[config.mk]
export PLATFORM = sky130hd
export DESIGN_NAME = dhr_receiver
export DESIGN_NICKNAME = d
export VERILOG_FILES = /design/src/core/dhr_pkg.sv /design/src/core/dhr_byte_ram.sv /design/src/core/dhr_skid2.sv /design/src/core/dhr_receiver.sv
export SDC_FILE = /design/constraint.sdc
export NUM_CORES = 1
export LEC_CHECK = 0
export BUFFER_PORTS_ARGS = -buffer_cell sky130_fd_sc_hd__buf_4
export CORE_UTILIZATION = 56
export DETAILED_ROUTE_END_ITERATION = 6
export GPL_TIMING_DRIVEN = 1
export PLACE_DENSITY = 0.75
export SLEW_MARGIN = 10
export SYNTH_ARGS = -nofsm -noshare
export SYNTH_HDL_FRONTEND = slang
export SYNTH_HIERARCHICAL = 1
export SYNTH_SLANG_ARGS = --single-unit
export TNS_END_PERCENT = 1
[constraint.sdc]
create_clock -name MCLK -period 2.4 [get_ports MCLK]
set_input_delay 0.24 -clock MCLK [delete_from_list [all_inputs] [get_ports MCLK]]
set_output_delay 0.24 -clock MCLK [all_outputs]
set_load 0.02 [all_outputs]
[src/core/dhr_pkg.sv]
// Shared constants and carrier types of the D-channel HDLC receiver.
// Assumes one synchronous clock domain.
package dhr_pkg;

  ////////////////////////////////////////////////////////////////////////
  // Sizes
  localparam int BYTE_W = 8;
  localparam int FIFO_DEPTH = 128;
  localparam logic [6:0] SEG_FULL = 7'h40; // Block of 64 bytes
  localparam logic [6:0] SEG_FIRST = 7'h01;

  ////////////////////////////////////////////////////////////////////////
  // Frame check sequence, bit-reversed x^16 + x^12 + x^5 + 1
  localparam logic [15:0] CRC_INIT = 16'hffff;
  localparam logic [15:0] CRC_POLY_REV = 16'h8408;
  localparam logic [15:0] CRC_GOOD = 16'hf0b8; // Residue over data + FCS

  ////////////////////////////////////////////////////////////////////////
  // Fixed group address values
  localparam logic [7:0] GROUP_SAPI_VALUE = 8'h00; // SAPI 0, C/R = 0
  localparam logic [7:0] GROUP_SAPI_CR_BIT = 8'h02; // C/R = 1 gives 02
  localparam logic [7:0] GROUP_ENDPOINT_VALUE = 8'hff; // TEI 127

  ////////////////////////////////////////////////////////////////////////
  // Bit-level framing counts
  localparam logic [2:0] ONES_STUFF = 3'h5;
  localparam logic [2:0] ONES_FLAG = 3'h6;
  localparam logic [2:0] ONES_ABORT = 3'h7;
  localparam logic [2:0] BIT_LAST = 3'h7;
  localparam logic [2:0] ADDR_BYTES = 3'h2;
  localparam logic [2:0] MIN_FRAME_BYTES = 3'h4; // Address + FCS
  localparam logic [2:0] NBYTES_SAT = 3'h7;

  ////////////////////////////////////////////////////////////////////////
  // Types
  typedef enum logic {DHR_HUNT, DHR_SYNC} dhr_link_e;

  // One entry between deframer and FIFO: a data byte or an end marker
  typedef struct packed {
    logic eom;
    logic bad;
    logic [7:0] data;
  } dhr_item_s;

endpackage

[src/core/dhr_byte_ram.sv]
// Byte memory of the receive FIFO with registered read data.
// Assumes the owner keeps addresses in range and never reads and writes
// one word in the same cycle expecting the new value.
`timescale 1ns/1ns
module dhr_byte_ram #(
  parameter int DEPTH = dhr_pkg::FIFO_DEPTH,
  parameter int AW = $clog2(DEPTH)
) (
  input wire logic clk,
  input wire logic rst,
  input wire logic wr_en,
  input wire logic [AW-1:0] wr_addr,
  input wire logic [7:0] wr_data,
  input wire logic rd_en,
  input wire logic [AW-1:0] rd_addr,
  output logic [7:0] rd_data
);
  logic [7:0] mem [DEPTH];

  if (DEPTH != (1 << AW)) begin : g_bad_depth
    $error("dhr_byte_ram depth must be a power of two");
  end

  ////////////////////////////////////////////////////////////////////////
  // Write port and registered read port
  always_ff @(posedge clk) begin
    if (wr_en) begin
      mem[wr_addr] <= wr_data;
    end
    if (rst) begin
      rd_data <= 8'h00;
    end else if (rd_en) begin
      rd_data <= mem[rd_addr];
    end
  end
endmodule

[src/core/dhr_skid2.sv]
// Two-entry buffer carrying deframer items towards the receive FIFO.
// Assumes the consumer drops out_ready only while it is really full.
`timescale 1ns/1ns
module dhr_skid2 (
  input wire logic clk,
  input wire logic rst,
  input wire logic in_valid,
  output logic in_ready,
  input dhr_pkg::dhr_item_s in_data,
  output logic out_valid,
  input wire logic out_ready,
  output dhr_pkg::dhr_item_s out_data
);
  typedef struct packed {
    dhr_pkg::dhr_item_s e0;
    dhr_pkg::dhr_item_s e1;
    logic [1:0] n;
  } dhr_skid_state_s;

  dhr_skid_state_s st_reg;
  dhr_skid_state_s st_next;
  logic push;
  logic pop;

  assign in_ready = (st_reg.n != 2'h2);
  assign out_valid = (st_reg.n != 2'h0);
  assign out_data = st_reg.e0;

  ////////////////////////////////////////////////////////////////////////
  // Pop from the head, then append behind what is left
  always_comb begin
    st_next = st_reg;
    push = in_valid && in_ready;
    pop = out_valid && out_ready;
    if (pop) begin
      st_next.e0 = st_reg.e1;
      st_next.n = st_reg.n - 2'h1;
    end
    if (push) begin
      if (st_next.n == 2'h0) begin
        st_next.e0 = in_data;
      end else begin
        st_next.e1 = in_data;
      end
      st_next.n = st_next.n + 2'h1;
    end
  end

  always_ff @(posedge clk) begin
    if (rst) begin
      st_reg <= '0;
    end else begin
      st_reg <= st_next;
    end
  end
endmodule

[src/core/dhr_receiver.sv]
// D-channel HDLC receiver: deframing, FCS check, address filter,
// 128-byte receive FIFO with block and end-of-message signalling.
// Assumes RX_BIT_STROBE marks each layer 1 D-channel bit, one per pulse,
// and that all inputs are synchronous to MCLK.
//
// Contract
// - Detect and drop opening and closing flags and stuffed zeros.
// - Check the 16-bit FCS with x^16 + x^12 + x^5 + 1.
// - Two programmable SAPI and two TEI values plus fixed group values.
// - Group SAPI is 02 with C/R one, 00 with C/R zero.
// - Group TEI value is FF, TEI 127.
// - Accept only the listed SAPI and TEI pairings.
// - Accepted frames go to the FIFO without flags, FCS or stuffing.
// - Mask bits drop programmed-value bits; group compares never masked.
// - Receive data buffered in a 128-byte FIFO, moved by interrupts.
// - Block-ready after 64 bytes of an unfinished frame; host reads 64.
// - End-of-message for a last segment, with its length reported.
// - Final segment of exactly 64 gives end only, count field zero.
// - Stored data run from after opening flag up to the FCS.
// - LAPD frames carry two address and two control octets.
// - Late service with lost bytes raises overflow interrupt and status.
`timescale 1ns/1ns
module dhr_receiver #(
  parameter int DEPTH = dhr_pkg::FIFO_DEPTH
) (
  input wire logic MCLK,
  input wire logic SRST,
  input wire logic RX_BIT,
  input wire logic RX_BIT_STROBE,
  input wire logic [7:0] SAPI_MATCH_FIRST,
  input wire logic [7:0] SAPI_MATCH_SECOND,
  input wire logic [7:0] ENDPOINT_MATCH_FIRST,
  input wire logic [7:0] ENDPOINT_MATCH_SECOND,
  input wire logic [7:0] SAPI_BIT_MASK,
  input wire logic [7:0] ENDPOINT_BIT_MASK,
  input wire logic RX_ACKNOWLEDGE_CMD,
  input wire logic RX_FIFO_READ,
  output logic [7:0] RX_FIFO_PORT,
  output logic [$clog2(DEPTH):0] RX_FIFO_LEVEL,
  output logic RX_BLOCK_READY_IRQ,
  output logic RX_MESSAGE_END_IRQ,
  output logic [5:0] RX_COUNT_FIELD,
  output logic RX_OVERFLOW_IRQ,
  output logic RX_OVERFLOW_STATUS,
  output logic RX_CRC_ERROR
);
  localparam int AW = $clog2(DEPTH);
  localparam logic [AW:0] LEVEL_FULL = (AW+1)'(DEPTH);
  localparam logic [AW:0] ONE_W = (AW+1)'(1);

  if ((DEPTH != (1 << AW)) || (DEPTH < 128)) begin : g_bad_depth
    $error("dhr_receiver depth must be a power of two, at least 128");
  end

  ////////////////////////////////////////////////////////////////////////
  // State of the whole receiver
  typedef struct packed {
    dhr_pkg::dhr_link_e link;
    logic [2:0] ones;
    logic [7:0] shreg;
    logic [2:0] bitcnt;
    logic [2:0] nbytes;
    logic [7:0] addr1;
    logic [7:0] hold0;
    logic [7:0] hold1;
    logic accept;
    logic [15:0] crc;
    logic [15:0] crc_byte;
    logic emit;
    dhr_pkg::dhr_item_s item;
    logic [AW:0] wptr;
    logic [AW:0] rptr;
    logic [AW:0] level;
    logic [6:0] seg;
    logic rmr;
    logic rme;
    logic [5:0] cnt;
    logic ovf_irq;
    logic ovf_stat;
    logic crc_err;
    logic end_wait;
  } dhr_rx_state_s;

  dhr_rx_state_s st_reg;
  dhr_rx_state_s st_next;

  logic push;
  logic byte_done;
  logic [7:0] new_byte;
  logic rx_acknowledge_cmd;
  logic take;
  logic wr_en;
  logic rd_en;
  logic rmr_set;
  logic rme_set;
  logic ovf_set;
  logic stat_clr;
  logic sk_in_ready;
  logic sk_out_valid;
  logic sk_out_ready;
  dhr_pkg::dhr_item_s sk_out;

  ////////////////////////////////////////////////////////////////////////
  // Helpers
  function automatic logic [15:0] crc_step(logic [15:0] c, logic b);
    crc_step = (c >> 1) ^ ((c[0] ^ b) ? dhr_pkg::CRC_POLY_REV : 16'h0000);
  endfunction

  // Equal on every bit whose mask bit is zero
  function automatic logic masked_eq(logic [7:0] a, logic [7:0] b,
                                     logic [7:0] m);
    masked_eq = (((a ^ b) & ~m) == 8'h00);
  endfunction

  // Group SAPI in either C/R state, never masked
  function automatic logic group_sapi(logic [7:0] a);
    group_sapi = ((a & ~dhr_pkg::GROUP_SAPI_CR_BIT) ==
                  dhr_pkg::GROUP_SAPI_VALUE);
  endfunction

  // Address pair filter
  function automatic logic addr_ok(logic [7:0] a1, logic [7:0] a2);
    logic s1;
    logic s2;
    logic t1;
    logic t2;
    logic tg;
    s1 = masked_eq(a1, SAPI_MATCH_FIRST, SAPI_BIT_MASK);
    s2 = masked_eq(a1, SAPI_MATCH_SECOND, SAPI_BIT_MASK);
    t1 = masked_eq(a2, ENDPOINT_MATCH_FIRST, ENDPOINT_BIT_MASK);
    t2 = masked_eq(a2, ENDPOINT_MATCH_SECOND, ENDPOINT_BIT_MASK);
    tg = (a2 == dhr_pkg::GROUP_ENDPOINT_VALUE);
    addr_ok = (s1 && (t1 || tg)) || (s2 && (t2 || tg)) ||
              (group_sapi(a1) && (t1 || t2 || tg));
  endfunction

  ////////////////////////////////////////////////////////////////////////
  // Next-state logic
  always_comb begin
    st_next = st_reg;
    st_next.emit = 1'b0;
    push = 1'b0;
    byte_done = 1'b0;
    new_byte = {RX_BIT, st_reg.shreg[7:1]};
    rx_acknowledge_cmd = RX_ACKNOWLEDGE_CMD;
    stat_clr = 1'b0;

    // Flag, abort and stuffed-zero detection on each line bit
    if (RX_BIT_STROBE) begin
      if (RX_BIT) begin
        if (st_reg.ones == dhr_pkg::ONES_FLAG) begin
          // Seventh one aborts; close any frame already in the FIFO
          if (st_reg.link == dhr_pkg::DHR_SYNC && st_reg.accept &&
              st_reg.nbytes > dhr_pkg::ADDR_BYTES) begin
            st_next.emit = 1'b1;
            st_next.item = '{eom: 1'b1, bad: 1'b1, data: 8'h00};
          end
          st_next.link = dhr_pkg::DHR_HUNT;
          st_next.ones = dhr_pkg::ONES_ABORT;
        end else begin
          if (st_reg.ones != dhr_pkg::ONES_ABORT) begin
            st_next.ones = st_reg.ones + 3'h1;
          end
          push = 1'b1;
        end
      end else begin
        st_next.ones = 3'h0;
        if (st_reg.ones == dhr_pkg::ONES_FLAG) begin
          // Closing flag ends the frame; FCS bytes stay behind in hold
          if (st_reg.link == dhr_pkg::DHR_SYNC && st_reg.accept &&
              st_reg.nbytes > dhr_pkg::ADDR_BYTES) begin
            st_next.emit = 1'b1;
            st_next.item.eom = 1'b1;
            st_next.item.data = 8'h00;
            st_next.item.bad = (st_reg.crc_byte != dhr_pkg::CRC_GOOD) ||
              (st_reg.nbytes < dhr_pkg::MIN_FRAME_BYTES) ||
              (st_reg.bitcnt != dhr_pkg::BIT_LAST);
          end
          // Every flag opens a fresh frame
          st_next.link = dhr_pkg::DHR_SYNC;
          st_next.bitcnt = 3'h0;
          st_next.nbytes = 3'h0;
          st_next.accept = 1'b0;
          st_next.crc = dhr_pkg::CRC_INIT;
          st_next.crc_byte = dhr_pkg::CRC_INIT;
        end else if (st_reg.ones != dhr_pkg::ONES_STUFF) begin
          push = 1'b1; // A zero after five ones is stuffing, dropped
        end
      end
    end

    // Data bits, LSB first, into bytes and the FCS register
    if (push && st_reg.link == dhr_pkg::DHR_SYNC) begin
      st_next.crc = crc_step(st_reg.crc, RX_BIT);
      st_next.shreg = new_byte;
      st_next.bitcnt = st_reg.bitcnt + 3'h1;
      byte_done = (st_reg.bitcnt == dhr_pkg::BIT_LAST);
    end
    if (byte_done) begin
      // Snapshot at byte edges so flag bits never reach the check
      st_next.crc_byte = st_next.crc;
      if (st_reg.nbytes != dhr_pkg::NBYTES_SAT) begin
        st_next.nbytes = st_reg.nbytes + 3'h1;
      end
      // Two-byte delay keeps the trailing FCS out of the FIFO
      st_next.hold0 = st_reg.hold1;
      st_next.hold1 = new_byte;
      if (st_reg.nbytes == 3'h0) begin
        st_next.addr1 = new_byte;
      end
      if (st_reg.nbytes == 3'h1) begin
        st_next.accept = addr_ok(st_reg.addr1, new_byte);
        stat_clr = st_next.accept;
      end
      if (st_reg.nbytes >= dhr_pkg::ADDR_BYTES && st_reg.accept) begin
        st_next.emit = 1'b1;
        st_next.item = '{eom: 1'b0, bad: 1'b0, data: st_reg.hold0};
      end
    end

    // FIFO write side drains the two-entry buffer
    sk_out_ready = sk_out.eom || (st_reg.level != LEVEL_FULL);
    take = sk_out_valid && sk_out_ready;
    wr_en = take && !sk_out.eom;
    rme_set = take && sk_out.eom;
    rmr_set = wr_en && (st_reg.seg == dhr_pkg::SEG_FULL);
    rd_en = RX_FIFO_READ && (st_reg.level != '0);
    ovf_set = st_reg.emit && !st_reg.item.eom && !sk_in_ready;

    // End marker meeting a full buffer waits, so segments restart
    if (st_reg.emit && st_reg.item.eom && !sk_in_ready) begin
      st_next.end_wait = 1'b1;
    end else if (sk_in_ready || st_next.emit) begin
      st_next.end_wait = 1'b0;
    end

    // Pointers and level
    if (wr_en) begin
      st_next.wptr = st_reg.wptr + ONE_W;
    end
    if (rd_en) begin
      st_next.rptr = st_reg.rptr + ONE_W;
    end
    st_next.level = st_next.wptr - st_next.rptr;

    // Segment counting: the 65th byte proves the frame goes on
    if (wr_en) begin
      st_next.seg = rmr_set ? dhr_pkg::SEG_FIRST : st_reg.seg + 7'h01;
    end
    if (rme_set) begin
      st_next.seg = 7'h00;
      st_next.cnt = st_reg.seg[5:0];
      st_next.crc_err = sk_out.bad;
    end

    // Sticky flags; a new event wins over the acknowledge
    st_next.rmr = (st_reg.rmr && !rx_acknowledge_cmd) || rmr_set;
    st_next.rme = (st_reg.rme && !rx_acknowledge_cmd) || rme_set;
    st_next.ovf_irq = (st_reg.ovf_irq && !rx_acknowledge_cmd) || ovf_set;
    st_next.ovf_stat = (st_reg.ovf_stat && !stat_clr) || ovf_set;
  end

  ////////////////////////////////////////////////////////////////////////
  // State register
  always_ff @(posedge MCLK) begin
    if (SRST) begin
      st_reg <= '0;
      st_reg.crc <= dhr_pkg::CRC_INIT;
      st_reg.crc_byte <= dhr_pkg::CRC_INIT;
    end else begin
      st_reg <= st_next;
    end
  end

  ////////////////////////////////////////////////////////////////////////
  // Buffer and memory
  dhr_skid2 u_skid (
    .clk(MCLK),
    .rst(SRST),
    .in_valid(st_reg.emit || st_reg.end_wait),
    .in_ready(sk_in_ready),
    .in_data(st_reg.item),
    .out_valid(sk_out_valid),
    .out_ready(sk_out_ready),
    .out_data(sk_out)
  );

  dhr_byte_ram #(.DEPTH(DEPTH), .AW(AW)) u_ram (
    .clk(MCLK),
    .rst(SRST),
    .wr_en(wr_en),
    .wr_addr(st_reg.wptr[AW-1:0]),
    .wr_data(sk_out.data),
    .rd_en(rd_en),
    .rd_addr(st_reg.rptr[AW-1:0]),
    .rd_data(RX_FIFO_PORT)
  );

  ////////////////////////////////////////////////////////////////////////
  // Outputs, all from state flops
  assign RX_FIFO_LEVEL = st_reg.level;
  assign RX_BLOCK_READY_IRQ = st_reg.rmr;
  assign RX_MESSAGE_END_IRQ = st_reg.rme;
  assign RX_COUNT_FIELD = st_reg.cnt;
  assign RX_OVERFLOW_IRQ = st_reg.ovf_irq;
  assign RX_OVERFLOW_STATUS = st_reg.ovf_stat;
  assign RX_CRC_ERROR = st_reg.crc_err;
endmodule

==> summary.md <==
| Metric | Value |
|---|---|
| Outcome | `complete, but fails checks` |
| Failing checks | `negative setup slack` |
| Max Fclk | `around 0.36 GHz` |
| Gr ovfl total | `0` |
| Cell accounting for the most synthesized area | `edfxtp_1` |
| Class of the worst hold path | `input pin to flop` |
| DP HPWL | `73490 µm` |
| CTS buffer count | `~110` |
| Worst path arrival time | `3.36 ns` |
| Slew Limit Fails | `0` |
| Die Area | `86450 µm²` |
| Reg clk slew, reported paths | `0.06 ns` |
| Ratio of cells with drive above 1 in the final layout | `between 20% and 30%` |
| Worst Max-Slew Pin Slew | `0.7730 ns` |
| Starting Density | `56.80%` |
| Setup WS pre-CTS | `-0.4168 ns` |
| RePlAce Congestion | `roughly 0.9` |
| DIE HEIGHT | `about 300 µm` |
| Post-synthesis async set-or-reset flop share | `0%` |
| EDFF count, synth | `1024` |
| Global-route wire length before repair | `approximately 170000 µm` |
| CTS Sinks | `between 1000 and 1500` |
| Top FF cell, synth | `edfxtp_1` |
| Kind of critical path | `flop to flop` |
| Critical path launch point type | `flop` |
| CTS tree | `done` |
| Static leakage | `a little under 0.02 µW` |
| CP Capture Type | `flop` |
| Hold path start | `RX_FIFO_READ` |
| Clock insertion delay at the later pin of the skew report | `approximately 0.7 ns` |
| Nets | `roughly 3300` |
| CTS H-tree depth | `3` |
| IO Port Bufs | `80` |
| Tcrit/Tclk final | `116.1%` |
| Final setup violation count | `about 170` |
| Worst IR Drop VDD | `0.0007535 V` |
| GR Util All Layers | `26.77%` |
| Crit Path Max Fanout | `3` |
| Area share of the largest cell type after synthesis | `about 64%` |
| Launch point of the worst reg-to-reg path | `u_skid/st_reg[1]` |
| Ant. Diodes | `0` |
| Post-synthesis cell count | `around 2800` |
| Detailed Route WL | `roughly 120000 µm` |
| Width of the die | `294.0 µm` |
| Mean Syn Cell Area | `roughly 17 µm²` |
| Area Overhead vs Synth | `19.72%` |
| Clock root buffer | `clkbuf_16` |
| Max FFs per register | `1024` |
| Final worst slack | `-0.3852 ns` |
| DRT iter0 DRCs | `roughly 3300` |
| Initial antenna violation count | `0` |
| Worst slew margin | `48.47%` |
| Maximum root-to-sink buffer count | `3` |
| WL/cell | `around 26 µm` |
| Total of max-cap violations | `0` |
| # DRC | `0` |
| Drt pass-1 iters | `6` |
| RSZ-0062 raised after global routing | `true` |
| Critical Path Source | `u_skid/st_reg[1]` |
| Core area | `approximately 84000 µm²` |
| Vias in the first global route | `28180` |
| Mapped Area | `~48000 µm²` |
| WHS | `between 0.2 and 0.25 ns` |
| Largest net degree at the start of global routing | `109` |
| Row Count | `between 100 and 150` |
| Synth area leaders | `edfxtp_1, mux4_2, dfxtp_1` |
| Vias | `approximately 28000` |
| I/O pin count | `between 80 and 90` |
| Sequential fraction of the synthesis area | `slightly above 70%` |
| Register bit total from synthesis | `1182` |
| Pwr dens | `about 880 nW/µm²` |
| Minimum clock period | `2.785 ns` |
| Post-DRT Antenna Nets | `0` |
| Vias per cell | `between 6 and 7` |
| Final hold vios | `0` |
| Fin Clk Skew | `0.04496 ns` |
| Synth unique cells | `84` |
| Synth Warn # | `6` |
| Crit path required time | `about 3.0 ns` |
| Syn nets | `2924` |
-- layout make-up --
class / count / area (µm²)
sequential: 1182 / 33960
fill: 5286 / 26910
multi-input combinational: 1447 / 13150
timing repair buffer: 491 / 4860
clock buffer: 141 / 3005
tap: 1134 / 1419
clock inverter: 73 / 674.4
inverter: 29 / 113.9
-- critical path, stage by stage (launching register included) --
cell      delay (ns)
dfxtp_2         0.34
inv_2           0.05
ha_4            0.16
inv_4           0.06
nand2b_4        0.06
a211oi_2        0.26
and3_4          0.26
buf_4           0.11
nand3_1         0.14
xnor2_2         0.30
ha_4            0.25
a21oi_1         0.14
o21ai_1         0.09
a21oi_2         0.14
mux2_4          0.31
-- kinds of logic after synthesis --
family          Yosys count  share of synthesized area (%)
flops                  1182                          71.01
simple gates            596                          6.026
mux                     423                          13.45
compound gates          347                          4.865
buf+inv                 216                          2.858
xor+xnor                 56                          1.119
fa+ha+maj                25                         0.6707
-- through the flow --
| stage | utilization (%) | cell area [µm²] | power [µW] | std cells | setup TNS [ns] |
|---|---|---|---|---|---|
| global route | 68.00 | 57180 | 51640 | 4497 | -24.53 |
| global placement | 62.22 | 52320 | 31410 | 4233 | -8.718 |
| CTS | 67.18 | 56490 | 49590 | 4475 | -3.564 |
| floorplan | - | 47920 | 29030 | 2845 | -35.28 |
| finish | 68.00 | 57180 | 50230 | 4497 | -8.656 |
| detailed placement | 62.22 | 52320 | 31560 | 4233 | -17.26 |
-- routing by layer --
| layer | vias to the layer above | global-route usage [%] | wire, µm |
|---|---|---|---|
| li1 | 11980 | - | - |
| met4 | 0 | 10.20 | 3886 |
| met1 | 14030 | 35.81 | 44620 |
| met5 | - | 0 | 0 |
| met3 | 207 | 4.962 | 11180 |
| met2 | 1506 | 43.84 | 57110 |
-- layout by cell type, fill, tap and decap left out, types with 68 or more instances in the layout --
cell type	count
mux4_2	164
buf_12	68
buf_4	366
clkbuf_16	120
a21oi_1	100
dfxtp_1	141
mux2i_1	225
nor2_1	179
edfxtp_1	1024
a22oi_1	99
nand2_1	120
-- cell usage after synthesis (10+ instances only) --
library cell / count
or3_1: 19
nand2b_1: 10
buf_12: 11
nor4_2: 12
o21ai_0: 11
nor2b_1: 26
buf_4: 29
o21a_1: 16
buf_2: 33
ha_1: 24
nand4_1: 18
a22oi_1: 101
buf_1: 13
nand3_1: 60
nand2_1: 122
o22ai_1: 27
inv_1: 26
mux2_2: 20
mux2i_1: 229
clkbuf_1: 73
o21bai_1: 16
a21oi_1: 104
edfxtp_1: 1024
a211oi_1: 16
xnor2_1: 42
buf_6: 24
nor2_1: 228
dfxtp_1: 158
nor3_1: 56
mux4_2: 162
-- report_power, final --
group / switching [µW] / internal [µW]
clock network: 7590 / 9970
registers: 222 / 22300
logic: 4980 / 5200
total: 12800 / 37400
-- path summary, 6_finish.rpt --
path / slack (ns) / endpoint / cells past startpoint
worst max-delay path: -0.39 / RX_FIFO_LEVEL[7] / 14
worst min-delay path: 0.25 / st_reg[30] / 6
worst max register to register: -0.39 / RX_FIFO_LEVEL[7] / 14
worst min register to register: 0.45 / st_reg[99] / 2
-- what timing repair did --
item	in CTS	in global routing
hold endpoints to repair	28	2
gates cloned	0	5
resized for setup	67	91
hold buffers	12	1
pin swaps	14	19
setup buffers	16	17
setup endpoints to repair	472	446
No activity file was read; power rests on OpenSTA's default activity.
